**src/hw/pio_pkg.sv**
```systemverilog
// shared constants and types of the parallel i/o ports block
// assumes: one clock domain, apb register access, 32-bit bus data
package pio_pkg;

    // widths of the two bidirectional ports, the input-only port and the analog channel field
    localparam int PORT_W = 8;
    localparam int IN_W = 4;
    localparam int CHAN_W = 2;

    // apb widths
    localparam int ADDR_W = 8;
    localparam int DATA_W = 32;

    // register indexes; byte address is four times the index
    localparam logic [2:0] IDX_FIRST_DATA = 3'h0;
    localparam logic [2:0] IDX_SECOND_DATA = 3'h1;
    localparam logic [2:0] IDX_INPUT_DATA = 3'h3;
    localparam logic [2:0] IDX_FIRST_DIR = 3'h4;
    localparam logic [2:0] IDX_SECOND_DIR = 3'h5;

    // position of the index inside paddr
    localparam int IDX_LSB = 2;
    localparam int IDX_MSB = 4;

    // reset values
    localparam logic DIR_RESET_BIT = 1'b0;
    localparam logic PIN_IDLE_HIGH = 1'b1;
    localparam logic [DATA_W-1:0] RDATA_RESET = 32'h0000_0000;

    // base of the one-hot analog channel decode
    localparam logic [IN_W-1:0] ONE_HOT_BASE = 4'h1;

    // build-time choice of the external interrupt sensitivity
    typedef enum {PIO_EDGE_ONLY, PIO_EDGE_LEVEL} pio_trig_t;

    // drive of one bidirectional port: level and output enable per pin
    typedef struct packed {
        logic [PORT_W-1:0] level;
        logic [PORT_W-1:0] enable;
    } pio_drive_t;

    // enable and channel bits taken from the converter control register
    typedef struct packed {
        logic enable;
        logic [CHAN_W-1:0] chan;
    } pio_adc_t;

endpackage

```
**src/hw/pio_port.sv**
```systemverilog
// one bidirectional port: output latch, direction bits, read-back mux
// assumes: pin levels arrive already synchronised; strobes last one cycle
`timescale 1ns/1ns
module pio_port #(
    parameter int WIDTH = 8
) (
    // clock and reset
    input wire logic ref_clk,
    input wire logic rst,
    // register writes
    input wire logic [WIDTH-1:0] wrData,
    input wire logic wrLatch,
    input wire logic wrDir,
    // pin side
    input wire logic [WIDTH-1:0] pinLevel,
    output logic [WIDTH-1:0] latchQ,
    output logic [WIDTH-1:0] dirQ,
    // value software sees
    output logic [WIDTH-1:0] readBack
);
    import pio_pkg::*;

    // helper for the latch check: latch holds a written value
    logic latchValid;

    // output latch has no reset on purpose, it keeps its contents
    // latch untouched by reset
    always_ff @(posedge ref_clk)
    begin
        if (wrLatch)
        begin
            latchQ <= wrData;
        end
    end

    // direction bits, one enables the driver
    // directions cleared on reset
    always_ff @(posedge ref_clk)
    begin
        if (rst)
        begin
            dirQ <= {WIDTH{DIR_RESET_BIT}};
        end
        else if (wrDir)
        begin
            dirQ <= wrData;
        end
    end

    // outputs read the latch, inputs read the pin
    // output bits read latch
    assign readBack = (dirQ & latchQ) | (~dirQ & pinLevel);

    // assertion helper only
    always_ff @(posedge ref_clk)
    begin
        if (wrLatch)
        begin
            latchValid <= 1'b1;
        end
        else if (rst)
        begin
            latchValid <= 1'b0;
        end
    end
endmodule

```
**src/hw/pio_sync.sv**
```systemverilog
// two-stage synchroniser for a group of asynchronous pin levels
// assumes: inputs change without relation to ref_clk; reset is synchronous
`timescale 1ns/1ns
module pio_sync #(
    parameter int WIDTH = 1,
    parameter logic [WIDTH-1:0] RESET_VAL = '0
) (
    // clock and reset
    input wire logic ref_clk,
    input wire logic sys_rst,
    // raw pins and synchronised result
    input wire logic [WIDTH-1:0] async,
    output logic [WIDTH-1:0] synced
);

    // first stage; only the second stage may look at it
    logic [WIDTH-1:0] meta;

    // two flops in a row, nothing taps the first
    always_ff @(posedge ref_clk)
    begin
        if (sys_rst)
        begin
            meta <= RESET_VAL;
            synced <= RESET_VAL;
        end
        else
        begin
            meta <= async;
            synced <= meta;
        end
    end

endmodule

```
**src/hw/pio_top.sv**
```systemverilog
// parallel i/o ports: two 8-bit bidirectional ports, one 4-bit input port
// assumes: apb master on ref_clk, pins and reset/irq pins asynchronous,
// converter control bits come from the converter on the same clock
//
// How it works
// - two 8-bit bidirectional ports, one 4-bit input port
// - direction one drives pin, zero makes input
// - every reset clears all direction bits
// - reset leaves output data latches unchanged
// - port data at indexes zero, one, three
// - output pins read back latch value
// - input pins read back pin level
// - writes always reach latch; drives when output
// - channel bits pick analog pin when enabled
// - selected analog channel reads zero when enabled
// - unselected input pins still read true levels
// - converter off: all four read pin levels
// - any reset turns converter use off
// - low reset pin forces start-up state
// - interrupt pin: falling edge, optionally low level
//
// The APB register port was left to the implementer.
`timescale 1ns/1ns
module pio_top #(
    parameter pio_pkg::pio_trig_t TRIG_MODE = pio_pkg::PIO_EDGE_LEVEL
) (
    // clock and reset
    input wire logic ref_clk,
    input wire logic sys_rst,
    // apb slave
    input wire logic psel,
    input wire logic penable,
    input wire logic pwrite,
    input wire logic [pio_pkg::ADDR_W-1:0] paddr,
    input wire logic [pio_pkg::DATA_W-1:0] pwdata,
    output logic [pio_pkg::DATA_W-1:0] prdata,
    output logic pready,
    output logic pslverr,
    // converter control bits
    input wire pio_pkg::pio_adc_t adcCtrl,
    output logic [pio_pkg::IN_W-1:0] analogSwitch,
    // first bidirectional port
    input wire logic [pio_pkg::PORT_W-1:0] firstPortPinsIn,
    output pio_pkg::pio_drive_t firstPortPinsDrive,
    // second bidirectional port
    input wire logic [pio_pkg::PORT_W-1:0] secondPortPinsIn,
    output pio_pkg::pio_drive_t secondPortPinsDrive,
    // input-only port shared with analog inputs
    input wire logic [pio_pkg::IN_W-1:0] inputOnlyAnalogPins,
    // reset pin and interrupt pin
    input wire logic resetPin_n,
    input wire logic irqPin_n,
    input wire logic irqAck,
    output logic irqRequest,
    output logic deviceReset
);
    import pio_pkg::*;

    // synchronised pin levels
    logic [PORT_W-1:0] firstSync;
    logic [PORT_W-1:0] secondSync;
    logic [IN_W-1:0] inputSync;
    logic [1:0] ctrlSync;

    // internal reset and the converter bits as this block sees them
    logic rst;
    pio_adc_t adcLive;

    // port module outputs
    logic [PORT_W-1:0] firstLatch;
    logic [PORT_W-1:0] firstDir;
    logic [PORT_W-1:0] firstRead;
    logic [PORT_W-1:0] secondLatch;
    logic [PORT_W-1:0] secondDir;
    logic [PORT_W-1:0] secondRead;

    // interrupt state
    logic irqPrev;
    logic irqPending;

    pio_sync #(
        .WIDTH(PORT_W),
        .RESET_VAL('0)
    ) u_sync_first (
        .ref_clk(ref_clk),
        .sys_rst(sys_rst),
        .async(firstPortPinsIn),
        .synced(firstSync)
    );

    // second port pins
    pio_sync #(
        .WIDTH(PORT_W),
        .RESET_VAL('0)
    ) u_sync_second (
        .ref_clk(ref_clk),
        .sys_rst(sys_rst),
        .async(secondPortPinsIn),
        .synced(secondSync)
    );

    // input-only pins
    pio_sync #(
        .WIDTH(IN_W),
        .RESET_VAL('0)
    ) u_sync_input (
        .ref_clk(ref_clk),
        .sys_rst(sys_rst),
        .async(inputOnlyAnalogPins),
        .synced(inputSync)
    );

    // reset and interrupt pins idle high; only sys_rst resets these,
    // otherwise the pin reset would hold itself forever
    pio_sync #(
        .WIDTH(2),
        .RESET_VAL({PIN_IDLE_HIGH, PIN_IDLE_HIGH})
    ) u_sync_ctrl (
        .ref_clk(ref_clk),
        .sys_rst(sys_rst),
        .async({irqPin_n, resetPin_n}),
        .synced(ctrlSync)
    );

    // named views of the control pins
    wire resetPinLevel = ctrlSync[0];
    wire irqLevel = ctrlSync[1];

    // low reset pin joins the reset
    assign rst = sys_rst | ~resetPinLevel;

    // reset seen by the rest of the chip, from a flop
    always_ff @(posedge ref_clk)
    begin
        deviceReset <= rst;
    end

    // apb phases
    wire setupPhase = psel & ~penable;
    wire accessPhase = psel & penable;

    // address decode; misaligned or high addresses hit nothing
    // data registers at indexes 0, 1, 3
    wire [2:0] regIdx = paddr[IDX_MSB:IDX_LSB];
    wire alignedOk = (paddr[IDX_LSB-1:0] == '0) && (paddr[ADDR_W-1:IDX_MSB+1] == '0);
    wire hitFirstData = alignedOk && (regIdx == IDX_FIRST_DATA);
    wire hitSecondData = alignedOk && (regIdx == IDX_SECOND_DATA);
    wire hitInputData = alignedOk && (regIdx == IDX_INPUT_DATA);
    wire hitFirstDir = alignedOk && (regIdx == IDX_FIRST_DIR);
    wire hitSecondDir = alignedOk && (regIdx == IDX_SECOND_DIR);
    wire mapped = hitFirstData | hitSecondData | hitInputData | hitFirstDir | hitSecondDir;

    // write strobes, one cycle in the access phase
    // writes to the input-only port are accepted and dropped
    wire writeStrobe = accessPhase & pwrite;
    wire wrFirstData = writeStrobe & hitFirstData;
    wire wrSecondData = writeStrobe & hitSecondData;
    wire wrFirstDir = writeStrobe & hitFirstDir;
    wire wrSecondDir = writeStrobe & hitSecondDir;
    wire [PORT_W-1:0] wrByte = pwdata[PORT_W-1:0];

    // zero wait states; unmapped addresses end in an error
    assign pready = 1'b1;
    assign pslverr = accessPhase & ~mapped;

    // first port: latch, direction and read-back
    pio_port #(
        .WIDTH(PORT_W)
    ) u_port_first (
        .ref_clk(ref_clk),
        .rst(rst),
        .wrData(wrByte),
        .wrLatch(wrFirstData),
        .wrDir(wrFirstDir),
        .pinLevel(firstSync),
        .latchQ(firstLatch),
        .dirQ(firstDir),
        .readBack(firstRead)
    );

    // second port
    pio_port #(
        .WIDTH(PORT_W)
    ) u_port_second (
        .ref_clk(ref_clk),
        .rst(rst),
        .wrData(wrByte),
        .wrLatch(wrSecondData),
        .wrDir(wrSecondDir),
        .pinLevel(secondSync),
        .latchQ(secondLatch),
        .dirQ(secondDir),
        .readBack(secondRead)
    );

    // driver enabled only by a set direction bit
    assign firstPortPinsDrive.level = firstLatch;
    assign firstPortPinsDrive.enable = firstDir;
    assign secondPortPinsDrive.level = secondLatch;
    assign secondPortPinsDrive.enable = secondDir;

    // converter bits, forced off by any reset
    // reset disables converter use
    always_ff @(posedge ref_clk)
    begin
        if (rst)
        begin
            adcLive <= '0;
        end
        else
        begin
            adcLive <= adcCtrl;
        end
    end

    // selected channel, empty while the converter is off
    // channel bits choose analog pin
    wire [IN_W-1:0] chanOneHot = ONE_HOT_BASE << adcLive.chan;
    wire [IN_W-1:0] analogMask = adcLive.enable ? chanOneHot : '0;

    wire [IN_W-1:0] inputRead = inputSync & ~analogMask;

    // analog switch for the converter, from a flop
    always_ff @(posedge ref_clk)
    begin
        if (rst)
        begin
            analogSwitch <= '0;
        end
        else
        begin
            analogSwitch <= analogMask;
        end
    end

    // read mux; bits above the register width read zero
    wire [DATA_W-1:0] next_rdata =
        hitFirstData ? {{(DATA_W-PORT_W){1'b0}}, firstRead} :
        hitSecondData ? {{(DATA_W-PORT_W){1'b0}}, secondRead} :
        hitInputData ? {{(DATA_W-IN_W){1'b0}}, inputRead} :
        hitFirstDir ? {{(DATA_W-PORT_W){1'b0}}, firstDir} :
        hitSecondDir ? {{(DATA_W-PORT_W){1'b0}}, secondDir} :
        RDATA_RESET;

    // read data taken in the setup cycle, shown in the access cycle;
    // a pin that moves between the two is seen at its setup value
    always_ff @(posedge ref_clk)
    begin
        if (rst)
        begin
            prdata <= RDATA_RESET;
        end
        else if (setupPhase && !pwrite)
        begin
            prdata <= next_rdata;
        end
    end

    // falling edge seen on the synchronised level
    wire irqFall = irqPrev & ~irqLevel;

    // edge memory and pending flag; a new edge wins over an acknowledge
    // falling edge latches request
    always_ff @(posedge ref_clk)
    begin
        if (rst)
        begin
            irqPrev <= PIN_IDLE_HIGH;
            irqPending <= 1'b0;
        end
        else
        begin
            irqPrev <= irqLevel;
            if (irqFall)
            begin
                irqPending <= 1'b1;
            end
            else if (irqAck)
            begin
                irqPending <= 1'b0;
            end
        end
    end

    // level option keeps asking while the pin stays low
    // optional low-level trigger
    wire levelTrig = (TRIG_MODE == PIO_EDGE_LEVEL) && !irqLevel;
    assign irqRequest = irqPending | levelTrig;
endmodule

```
**config.mk**
```make
export PLATFORM = sky130hd
export DESIGN_NAME = pio_top
export DESIGN_NICKNAME = d
export VERILOG_FILES = /design/src/hw/pio_pkg.sv /design/src/hw/pio_port.sv /design/src/hw/pio_sync.sv /design/src/hw/pio_top.sv
export SDC_FILE = /design/constraint.sdc
export NUM_CORES = 1
export LEC_CHECK = 0
export BUFFER_PORTS_ARGS = -buffer_cell sky130_fd_sc_hd__buf_2
export CELL_PAD_IN_SITES_DETAIL_PLACEMENT = 1
export CELL_PAD_IN_SITES_GLOBAL_PLACEMENT = 1
export CORE_MARGIN = 3
export CORE_UTILIZATION = 35
export CTS_CLUSTER_DIAMETER = 100
export DETAILED_ROUTE_END_ITERATION = 12
export GPL_TIMING_DRIVEN = 0
export PLACE_DENSITY = 0.76
export RECOVER_POWER = 50
export REMOVE_ABC_BUFFERS = 1
export SETUP_SLACK_MARGIN = 0.5
export SLEW_MARGIN = 10
export SYNTH_ARGS = -nofsm -noshare
export SYNTH_HDL_FRONTEND = slang
export SYNTH_SLANG_ARGS = --single-unit
```
**constraint.sdc**
```tcl
create_clock -name ref_clk -period 2.85 [get_ports ref_clk]
set_input_delay 0.855 -clock ref_clk [delete_from_list [all_inputs] [get_ports ref_clk]]
set_output_delay 0.855 -clock ref_clk [all_outputs]
set_load 0.01 [all_outputs]
```
Yosys cells after proc, flatten, opt, wreduce, memory -nomap -nowiden
Index checks and enable logic that the tools add are counted.

word-level totals
  register bits after elaboration = 118
  input bits = 71
  output and inout port bits = 72
  logic and storage cells = 74

cells by class
  eq/ne operators = 4
  shift-type cells = 1
  mux-type cells = 8
  bitwise operators = 29
  reductions and logical operators = 13

operator list
  operator                                              count
  2-to-1 mux 8 bit                                      5
  bitwise AND 8 bit                                     4
  NOT 8 bit                                             2
  bitwise OR 8 bit                                      2
  bitwise AND 1 bit                                     9
  logical AND 1 bit                                     7
  equality test 3 bit (second input constant)           2
  logical NOT 3 bit                                     2
  bitwise OR 1 bit                                      6
  bitwise AND 4 bit                                     1
  2-to-1 mux 4 bit                                      1
  NOT 1 bit                                             4
  NOT 4 bit                                             1
  left shift 1 x 2 -> 4 bit (first input constant)      1
  equality test 3 x 1 -> 1 bit (second input constant)  1
  equality test 3 x 2 -> 1 bit (second input constant)  1
  logical NOT 1 bit                                     2
  logical NOT 2 bit                                     1
  2-to-1 mux 1 bit                                      2
  nonzero test 2 bit                                    1

Depth between registers and ports, before layout
Gate-level depths: netlist (run 1).

  depth in word-level cells = 9
  mapped depth = 7
  mapped depth without buffers = 6

By module
From an unflattened synthesis (run 1), not the netlist that was laid out.

second synthesis, totals
  cells, all modules = 309
  area, all modules = 3,613.5 sq um

modules (own cells, without submodules)
  module                        times used  cells an instance  area an instance (sq um)
  pio_port                      2           42                 615.6
  pio_top                       1           135                1,138.6
  pio_sync at u_sync_first ...  2           33                 464.2
  pio_sync at u_sync_input      1           16                 210.2
  pio_sync at u_sync_ctrl       1           8                  105.1

Worst setup path after synthesis (run 1)
Ideal clock, no wire load.

  path kind = in2out
  start point = in paddr[6] in the netlist's numbering
  end point = out pslverr
  arrival = 1,798 ps
  setup slack = 197 ps
  stages = 2
  path through = or4_4 o311a_1

between the ends
  word-level cells in the longest chain between the ends = 9

RTL lines
  what                                  line                            text
  start, declared                       pio_top.sv:34                   input wire logic [pio_pkg::ADDR_W-1:0] paddr,
  logical NOT 3 bit *                   pio_top.sv:145                  wire alignedOk = (paddr[IDX_LSB-1:0] == '0) && (paddr[ADDR_W-1:IDX_MSB+1] == '0);
  logical AND 1 bit *                   pio_top.sv:145
  logical AND 1 bit (on tied branches)  pio_top.sv:146, pio_top.sv:147
  bitwise OR 1 bit (3 in series)        pio_top.sv:151                  wire mapped = hitFirstData | hitSecondData | hitInputData | hitFirstDir | hitSecondDir;
  bitwise OR 1 bit *                    pio_top.sv:151
  NOT 1 bit *                           pio_top.sv:164                  assign pslverr = accessPhase & ~mapped;
  bitwise AND 1 bit *                   pio_top.sv:164
  end, declared                         pio_top.sv:38                   output logic pslverr,

Mark *: on every way between the ends. The rest lies on a longest branch, timed or not.

Worst setup path after layout (run 1)
  start point = in paddr[0] in the netlist's numbering
  end point = out pslverr

between the ends
  word-level cells in the longest chain between the ends = 9

RTL lines
  what                                  line
  logical NOT 2 bit *                   pio_top.sv:145
  logical AND 1 bit *                   pio_top.sv:145
  logical AND 1 bit (on tied branches)  pio_top.sv:146, pio_top.sv:147
  bitwise OR 1 bit (3 in series)        pio_top.sv:151
  bitwise OR 1 bit *                    pio_top.sv:151
  NOT 1 bit *                           pio_top.sv:164
  bitwise AND 1 bit *                   pio_top.sv:164

Marked as above.

==> results.md, run 1 <==
* Status: finished clean
* Placer Congestion at 0.761
* CORE AREA at between 9000 and 10000 um2
* Die Y at 106 um
* First DRT Iteration DRCs at 70
* Clk Tree Root Cell: clkbuf_8
* Post-route DRC at 0
* Post-layout util at 45.3%
* Clock-pin slew on the worst setup and hold paths at 90 ps
* Final period util at 96.6%
* Clk sinks at 94
* Clk_lat worst skew at 360 ps
* Syn-to-layout area delta at 22.7%
* Dominant cell type by area after synthesis: dfxtp_1
* Achievable Freq at 363 MHz
* CP bufs+invs at 2
* Starting Density at 36.9%
* Simple-gate share of the synthesized area at 20.5%
* Post-route ant nets at 0
* Multiplexer share of the synthesized area at 2.36%
* Adder-Cell Fraction of Synth Area at 0%
* Slew HR at around 57%
* Sequential area share after synthesis at about three fifths
* Post-synth top area share at 44.6%
* Post-synth top flop: dfxtp_1
* CTS tree: done
* Setup Viol. Count Final at 0
* Crit path max-delay cell type: or4_4
* GRT Overall Usage at 16.1%
* Number of I/O pins at 143
* Hold path depth at 1
* PwrDens at 568 nW/um2
* H-tree depth at 3
* Post-synthesis xor/xnor area fraction at 0%
* Largest net degree at the start of global routing at 46
* WHS Endpoint: u_sync_ctrl.synced[1]$_SDFF_PP1_
* Final setup TNS at 0 ps
* Syn Inst Count at 345
* Main combinational cell family by area after synthesis: simple AND/OR/NAND/NOR gates
* Routed WL at 9100 um
* Crit path DAT at 1900 ps
* Row cnt at 35
* CTS max path bufs at 2
* First-pass GRT wire length at 14100 um
* Max-Cap Viols at 0
* CTS buffer count at 9
* Synth Area in Compound Gates at a little over a tenth
* Initial antenna violation count at 0
* Die width at 106 um
* Mean post-synth cell area at 10.2 um2
* Yosys warns at 0
* Worst r2r src: u_sync_ctrl.synced[0]$_SDFF_PP1_
* Leakage at 1.76 nW
* Worst slew pin tran at between 600 and 700 ps
* Wire length per cell at about 16 um
* Setup CP Type: in2out
* Synthesized flop and latch total at 94
* Cell with the most instances after synthesis: dfxtp_1
* Vias in the first global route at 2703
* Worst reg2reg setup slack at 870 ps
* Crit-path max cell delay at roughly 520 ps
* Detailed Place HPWL at 6360 um
* Distinct cells, synth at 35
* Synth cell count leaders: 78 x dfxtp_1, 46 x nor2b_1, 34 x o21ai_0
* Critical Path RT at 2000 ps
* Worst Skew at 8.36 ps
* Detailed Routing Iterations Pass 1 at 6
* Port Buffers at 93
* Share of layout cells above drive strength 1 at a little over a quarter
* Fillers at 1126
* Worst min-delay path class: reg2reg
* CP top delay family: simple AND/OR/NAND/NOR gates
* Final hold viol count at 0
* Final slew viol count at 0
* Die ar. at 11200 um2
* Diode count at 0
* RSZ-0062 raised after global routing: yes
* Grt total ovfl at 0
* Async S/R FF share, synth at 0%
* Synth top area cells: dfxtp_1 45%, edfxtp_1 14%, nor2b_1 8.2%
* Via count at 2722
* Setup crit start kind: input port
* Final instance area at 4300 um2
* CP Capture Type: output port
* Crit path time final at roughly 2800 ps
* Synthesized area at 3500 um2
* Crit-path cells: buf_6 > or4_4 > o311a_1 > buf_2
* Cell Area, Placed at 3990 um2
* Hold_sp: u_sync_ctrl.meta[1]$_SDFF_PP1_
* Fin nets at 514
* Number of flops mapped to enable cells by yosys at 16
* R2R Path End: prdata[3]$_SDFFE_PP0P_
* CP Max Fanout at 2
* Maximum VDD drop at 0.000361 V
* Via-per-instance ratio at 4.72
* Cells on worst reg2reg path at 7
-- per-stage QoR --
step / power (W) / hold slack (ps) / cells / setup WS, ps
floorplan: 0.00150 / 389 / 327 / -275
global placement: 0.00157 / 391 / 549 / -2060
detailed placement: 0.00158 / 397 / 550 / -635
CTS: 0.00247 / 419 / 569 / 99.0
global route: 0.00255 / 434 / 577 / 80.3
finish: 0.00244 / 419 / 577 / 97.7
-- how the worst max path moves through the flow --
stage | from | slack, ps | to | depth (start not counted)
2_1_floorplan | sys_rst | -280 | prdata[3]$_SDFFE_PP0P_ | 6
3_3_place_gp | sys_rst | -2060 | prdata[3]$_SDFFE_PP0P_ | 7
3_5_place_dp | sys_rst | -630 | prdata[3]$_SDFFE_PP0P_ | 8
4_1_cts | paddr[0] | 100 | pslverr | 4
5_1_grt | paddr[0] | 80 | pslverr | 4
6_report | paddr[0] | 100 | pslverr | 4
-- report_power, final --
part	internal, W	switching, W	total (W)
Combinational	0.0000672	0.000101	0.000169
Clock	0.000408	0.000473	0.000881
Sequential	0.00138	0.0000108	0.00139
-- logic make-up (layout without fill, tap and decap cells) --
kind of cell           after synthesis  in the layout
other                                2             25
AND/OR/NAND/NOR                    128            128
buffers and inverters               47            127
flip-flops                          94             94
AO/OA/AOI/OAI                       66             66
multiplexers                         8              8
-- cell type report --
| type | instances | area [um2] | share of cell area [%] |
|---|---|---|---|
| Clock inverter | 7 | 70.1 | 1.63 |
| Clock buffer | 9 | 124 | 2.88 |
| Multi-Input combinational cell | 227 | 1310 | 30.5 |
| Tap cell | 129 | 161 | 3.75 |
| Inverter | 6 | 23.8 | 0.553 |
| Sequential cell | 94 | 2040 | 47.5 |
| Timing Repair Buffer | 105 | 566 | 13.2 |
-- worst register-to-register path, delay by kind of cell, from the launching register on --
kind,cells,cell delay [ps]
simple gates,2,690
buf+inv,2,470
compound gates,3,460
flops,1,320
-- state kept, by name, summed over array words and instances, names as in the netlist, 3 cells and up --
| signal | cells |
|---|---|
| prdata | 8 |
| u_sync_second.synced | 8 |
| u_sync_second.meta | 8 |
| u_port_first.latchQ | 8 |
| u_port_first.dirQ | 8 |
| u_port_second.dirQ | 8 |
| analogSwitch | 4 |
| u_sync_first.synced | 8 |
| u_sync_input.synced | 4 |
| u_port_second.latchQ | 8 |
| adcLive | 3 |
| u_sync_input.meta | 4 |
| u_sync_first.meta | 8 |
-- routing by layer --
layer | share of wire, % | routed length, um | track usage [%] | vias up
li1 | - | - | - | 1322
met1 | 42 | 3800 | 18.7 | 1318
met2 | 52 | 4720 | 28.9 | 71
met3 | 4.9 | 450 | 4.37 | 11
met4 | 1.5 | 134 | 4.81 | 0
met5 | 0 | 0 | 0 | -
-- placed cells by master (no fill, tap or decap), types with 3 or more instances in the layout --
cell,synthesis,final
dfxtp_1,78,78
buf_2,0,71
nor2b_1,46,45
o21ai_0,34,34
nand2_1,27,27
conb_1,2,25
nand3_1,19,19
clkbuf_1,16,19
a21oi_1,16,16
edfxtp_1,16,16
nor2_1,11,11
clkbuf_8,0,9
buf_4,25,9
o211ai_1,7,7
mux2i_1,6,6
inv_1,5,5
nand2b_1,5,5
buf_6,0,5
or2_2,4,4
a22o_1,3,3
nor3_1,3,3
-- repair_timing --
| action | CTS | global route |
|---|---|---|
| pin swaps | 2 | 5 |
| buffers inserted | 3 | 8 |
| resized for setup | 10 | 8 |
| hold buffers | 0 | 0 |
| gates cloned | 0 | 0 |
| setup endpoints to repair | 19 | 32 |
No activity file was read; power rests on OpenSTA's default activity.
==> inputs of run 2 (changes only) <==
Settings changed: ABC_AREA set to 1, CORE_UTILIZATION 35 to 34.
==> run 2 against run 1 <==
Effect of this change:
- combinational power is 2% lower
- utilization is 1.8 points lower
- sequential share of layout area is 2.4 points lower
- sequential power is essentially flat
==> results.md, run 2 <==
* Detailed Place HPWL at 7060 um
* Detailed Routing Iterations Pass 1 at 4
* Routed WL at 10100 um
* Worst r2r src: u_sync_ctrl.synced[0]$_SDFF_PP1_
* Worst Skew at 12.7 ps
* Multi-input logic area at 1290 um2
* Share of layout cells above drive strength 1 at between 20% and 30%
* Most common cell after layout, fill and taps aside: dfxtp_1
* Worst Setup EP: pslverr
* CP Max Fanout at 2
* Final period util at 91.3%
* Synthesized flop and latch total at 94
* Die Y at 110 um
* Starting Density at 35.4%
* Cell with the most instances after synthesis: dfxtp_1
* Max-Cap Viols at 0
* Clk Tree Root Cell: clkbuf_8
* Crit-path cells: buf_2 > inv_1 > nand4_1 > buf_4 > nor2_4 > nor4_4 > buf_2
* Initial antenna violation count at 0
* Yosys warns at 0
* Final slew viol count at 0
* CP Capture Type: output port
* Via-per-instance ratio at 4.54
* Vias in the first global route at 3073
* Dominant cell type by area after synthesis: dfxtp_1
* Distinct cells, synth at 27
* Die width at 110 um
* Synthesized area at 3690 um2
* Most used cell, CP: buf_2
* Crit path max-delay cell type: nor4_4
* Final hold viol count at 0
* Wire length per cell at between 10 and 15 um
* Row cnt at 37
* Crit path time final at 2600 ps
* Leakage at 2.08 nW
* CTS tree: done
* Status: finished clean
* Most frequent cells in the layout: 78 x dfxtp_1, 69 x nor2_1, 66 x inv_1, 64 x nand2_1, 61 x buf_2
* Critical path startpoint: paddr[6]
* Setup crit start kind: input port
* CORE AREA at 10400 um2
* Register area at around 2000 um2
* First-pass GRT wire length at 15400 um
* Mean post-synth cell area at between 8 and 9 um2
* Setup CP Type: in2out
* CTS max path bufs at 2
* Achievable Freq at 384 MHz
* Hold Buf Count CTS at 0
* Via count at 3116
* Largest net degree at the start of global routing at 46
* Worst min-delay path class: reg2reg
* Post-route ant nets at 0
* Number of cells on the critical path at 7
* PwrDens at 538 nW/um2
* Port Buffers at 93
* Placed cells at roughly 660
* Cells on worst reg2reg path at 4
* Critical Path RT at 2000 ps
* H-tree depth at 3
* Number of I/O pins at 143
* Syn Inst Count at 441
* Syn-to-layout area delta at 22.8%
* Clk_lat worst skew at 370 ps
* Placer Congestion at 0.821
* Crit path DAT at 1750 ps
* CP top delay family: buffers and inverters
* Layout Cells excl Fill at 686
* RSZ-0062 raised after global routing: yes
* First DRT Iteration DRCs at 124
* Post-synth top flop: dfxtp_1
* R2R Path End: u_port_second.dirQ[1]$_SDFFE_PP0P_
* Grt total ovfl at 0
* Sequential area share after synthesis at 55.4%
* Post-synth top area share at 42.3%
* Synth top area cells: dfxtp_1 42%, edfxtp_1 13%, nor2_1 7.4%
* Worst reg2reg setup slack at 1460 ps
* CP bufs+invs at 4
* Setup Viol. Count Final at 0
* Fin nets at 616
* Worst slew pin tran at 879 ps
* CTS buffer count at 9
* Synth cell count leaders: 78 x dfxtp_1, 73 x nor2_1, 71 x nand2_1
* GRT Overall Usage at between 10% and 20%
* Die ar. at about 12000 um2
* Slew HR at roughly two fifths
* Clk sinks at 94
* Clock-pin slew on the worst setup and hold paths at 80 ps
* Async S/R FF share, synth at 0%
* Post-route DRC at 0
* Diode count at 0
* Final Hold Slack at 403 ps
* Maximum VDD drop at roughly 0.00022 V
* Number of flops mapped to enable cells by yosys at 16
* Crit-path max cell delay at 250 ps
* Fillers at 1292
run 2: layout make-up:
| type | instances | share of cell area, % |
|---|---|---|
| clock buffer | 13 | 3.29 |
| clock inverter | 3 | 0.967 |
| inverter | 74 | 6.24 |
| multi-input combinational | 262 | 28.6 |
| sequential | 94 | 45.1 |
| tap | 136 | 3.76 |
| timing repair buffer | 104 | 12.1 |
run 2: how the worst min path moves through the flow:
stage                                          to  slack, ps  cells after the start                             start
2_1_floorplan   u_sync_first.synced[0]$_SDFF_PP0_        390                      2   u_sync_first.meta[0]$_SDFF_PP0_
3_3_place_gp    u_sync_input.synced[3]$_SDFF_PP0_        390                      2   u_sync_input.meta[3]$_SDFF_PP0_
3_5_place_dp     u_sync_ctrl.synced[0]$_SDFF_PP1_        390                      1    u_sync_ctrl.meta[0]$_SDFF_PP1_
4_1_cts        u_sync_second.synced[6]$_SDFF_PP0_        410                      2  u_sync_second.meta[6]$_SDFF_PP0_
5_1_grt         u_sync_first.synced[2]$_SDFF_PP0_        420                      2   u_sync_first.meta[2]$_SDFF_PP0_
6_report        u_sync_input.synced[0]$_SDFF_PP0_        400                      2   u_sync_input.meta[0]$_SDFF_PP0_
run 2: cells by family after synthesis:
| group | Yosys count | share of synthesized area (%) |
|---|---|---|
| buf+inv | 108 | 14.0 |
| simple gates | 193 | 22.5 |
| compound gates | 38 | 6.11 |
| flops | 94 | 55.4 |
| other cells | 2 | 0.204 |
| mux | 6 | 1.83 |
run 2: power breakdown:
group / internal [W] / switching (W)
combinational: 0.0000576 / 0.000107
sequential: 0.00138 / 0.0000103
clock: 0.000431 / 0.000450
total: 0.00187 / 0.000567
run 2: per-stage QoR:
step	utilization [%]	power (W)	setup TNS, ps	cell area, um2	setup WS (ps)
after CTS	43.7	0.00246	0	4550	249
after global placement	40.0	0.00156	-7560	4170	-414
after global routing	43.5	0.00254	0	4530	152
final	43.5	0.00244	0	4530	249
after detailed placement	40.1	0.00157	-5180	4180	-343
after floorplan	-	0.00150	0	3540	314
run 2: repair_timing:
action	CTS	global route
setup buffers	10	1
pin swaps	11	5
endpoints found under the setup margin	29	17
gates resized for setup	30	2
run 2: worst reg2reg max path: stages, from the launching register on:
cell     delay, ps
dfxtp_1        310
nand2_2        470
inv_1          280
o21ai_0        160
nor2_1          70
run 2: layer usage:
metal / track usage, % / vias up / routed length (um)
li1: - / 1522 / -
met1: 20.9 / 1483 / 4360
met2: 28.3 / 94 / 4820
met3: 3.67 / 17 / 634
met4: 8.00 / 0 / 240
met5: 0 / - / 0
==> inputs of run 3 (changes only) <==
Settings changed: CELL_PAD_IN_SITES_DETAIL_PLACEMENT 1 to unset, CELL_PAD_IN_SITES_GLOBAL_PLACEMENT 1 to unset, CORE_UTILIZATION 34 to 48, PLACE_DENSITY 0.76 to 0.77.
==> run 3 against run 2 <==
Effect of this change:
- sequential share of layout area grew 0.29 points
- die area decreased by 28%
- first-iteration DRC count rose by 77%
- combinational power is essentially flat
- flip-flop and latch count unchanged
- register-to-register slack lost 360 ps
- via count fell by 2.1%
- cell count is 4.7% lower
- clock-buffer cell count decreased by 4
- wire length down 13%
- global-route usage rose by 2.5 points
- clock power shrank 11%
- critical endpoint unchanged
- largest power group unchanged
==> results.md, run 3 (synthesis gave the netlist of run 2 again) <==
* CP Capture Type: output port
* Max-Cap Viols at 0
* Number of I/O pins at approximately 140
* Die width at 93.6 um
* Detailed Place HPWL at 5870 um
* Worst Skew at ~11 ps
* Post-route worst setup slack at 207 ps
* Detailed Routing Iterations Pass 1 at 4
* Clock-pin slew on the worst setup and hold paths at 100 ps
* CTS buffer count at 9
* Clk sinks at 94
* Placer Congestion at 0.816
* CTS tree: done
* Fillers at ~670
* Most common cell after layout, fill and taps aside: dfxtp_1
* Die Y at 93.6 um
* Crit path max-delay cell type: nor2_2
* Slew HR at between 30% and 40%
* Crit path DAT at around 1800 ps
* Crit-path max cell delay at 210 ps
* GRT Overall Usage at 19.5%
* Final period util at 92.7%
* CORE AREA at 7370 um2
* Setup WS pre-CTS at -240 ps
* Wire length per cell at approximately 13 um
* Most frequent cells in the layout: 78 x dfxtp_1, 69 x nor2_1, 68 x inv_1, 65 x nand2_1, 63 x buf_2
* Register area at 2040 um2
* Clk Tree Root Cell: clkbuf_8
* Port Buffers at 93
* Worst min-delay path class: reg2reg
* Starting Density at 50.0%
* H-tree depth at 3
* Crit-path cells: buf_6 > nor2_4 > nand4_1 > nor2_2 > nand2_2 > nand2_2 > nor4_4 > buf_2
* Largest net degree at the start of global routing at 46
* Setup Viol. Count Final at 0
* Share of layout cells above drive strength 1 at between 20% and 30%
* Initial antenna violation count at 0
* Placed cells at 622
* Worst slew pin tran at roughly 1000 ps
* Clk_lat worst skew at 350 ps
* RSZ-0062 raised after global routing: yes
* Grt total ovfl at 0
* Setup crit start kind: input port
* Post-route ant nets at 0
* Layout Cells excl Fill at 654
* Critical Path RT at 2000 ps
* Hold Buf Count CTS at 0
* Fin nets at 621
* Die ar. at 8770 um2
* Via count at 3050
* First-pass GRT wire length at 13200 um
* Maximum VDD drop at roughly 0.00032 V
* CTS max path bufs at 2
* CP top delay family: simple AND/OR/NAND/NOR gates
* Vias in the first global route at 2733
* Row cnt at 31
* Status: finished clean
* Achievable Freq at 378 MHz
* Via-per-instance ratio at about 4.7
* PwrDens at around 520 nW/um2
* Post-route DRC at 0
* Syn-to-layout area delta at 22.1%
* Setup CP Type: in2out
* Leakage at approximately 2.1 nW
* Post-layout util at 61.1%
* CP bufs+invs at 2
* Most used cell, CP: nand2_2
* Final slew viol count at 0
* Routed WL at 8760 um
* Crit path time final at roughly 2600 ps
* Multi-input logic area at 1290 um2
* Final hold viol count at 0
* Final setup TNS at 0 ps
* CP Max Fanout at 3
* First DRT Iteration DRCs at 219
* Diode count at 0
## run 3: layout make-up
class	instances	area share (%)
Clock buffer	9	2.75
Clock inverter	7	1.08
Inverter	74	6.28
Multi-Input combinational cell	262	28.7
Sequential cell	94	45.4
Tap cell	99	2.75
Timing Repair Buffer	109	13.0
## run 3: worst paths after layout
path | start | endpoint | slack [ps] | cells past startpoint
min | u_sync_input.meta[2]$_SDFF_PP0_ | u_sync_input.synced[2]$_SDFF_PP0_ | 390 | 2
min reg2reg | u_sync_input.meta[2]$_SDFF_PP0_ | u_sync_input.synced[2]$_SDFF_PP0_ | 390 | 2
max reg2reg | u_sync_ctrl.synced[0]$_SDFF_PP1_ | u_port_second.dirQ[2]$_SDFFE_PP0P_ | 1100 | 4
max | paddr[0] | pslverr | 210 | 8
## run 3: report_power, final
group | leakage, nW | internal, W | switching (W)
Combinational | 1.21 | 0.0000588 | 0.000104
Clock | 0.0938 | 0.000320 | 0.000464
Sequential | 0.783 | 0.00138 | 0.00000985
Total | 2.09 | 0.00176 | 0.000578
## run 3: metrics by stage
stage,instance area (um2),hold slack (ps),total power (W)
after floorplan,3540,388,0.00150
final,4500,394,0.00234
after global placement,4130,390,0.00156
after global routing,4500,420,0.00243
after detailed placement,4130,393,0.00156
after CTS,4380,398,0.00234
## run 3: worst register-to-register path, delay by kind of cell, from the launching register on
kind,cells,cell delay [ps]
compound gates,1,190
buf+inv,1,340
simple gates,2,810
flops,1,310
## run 3: routing by layer
layer	GRT usage [%]	wire length, um	vias up
li1	-	-	1533
met1	24.2	3520	1355
met2	32.2	4200	140
met3	4.02	797	22
met4	9.75	246	0
met5	0	0	-
## run 3: repair_timing
action	4_1_cts	5_1_grt
gates resized for setup	11	17
setup buffers	6	10
endpoints found under the setup margin	25	16
pin swaps	5	12
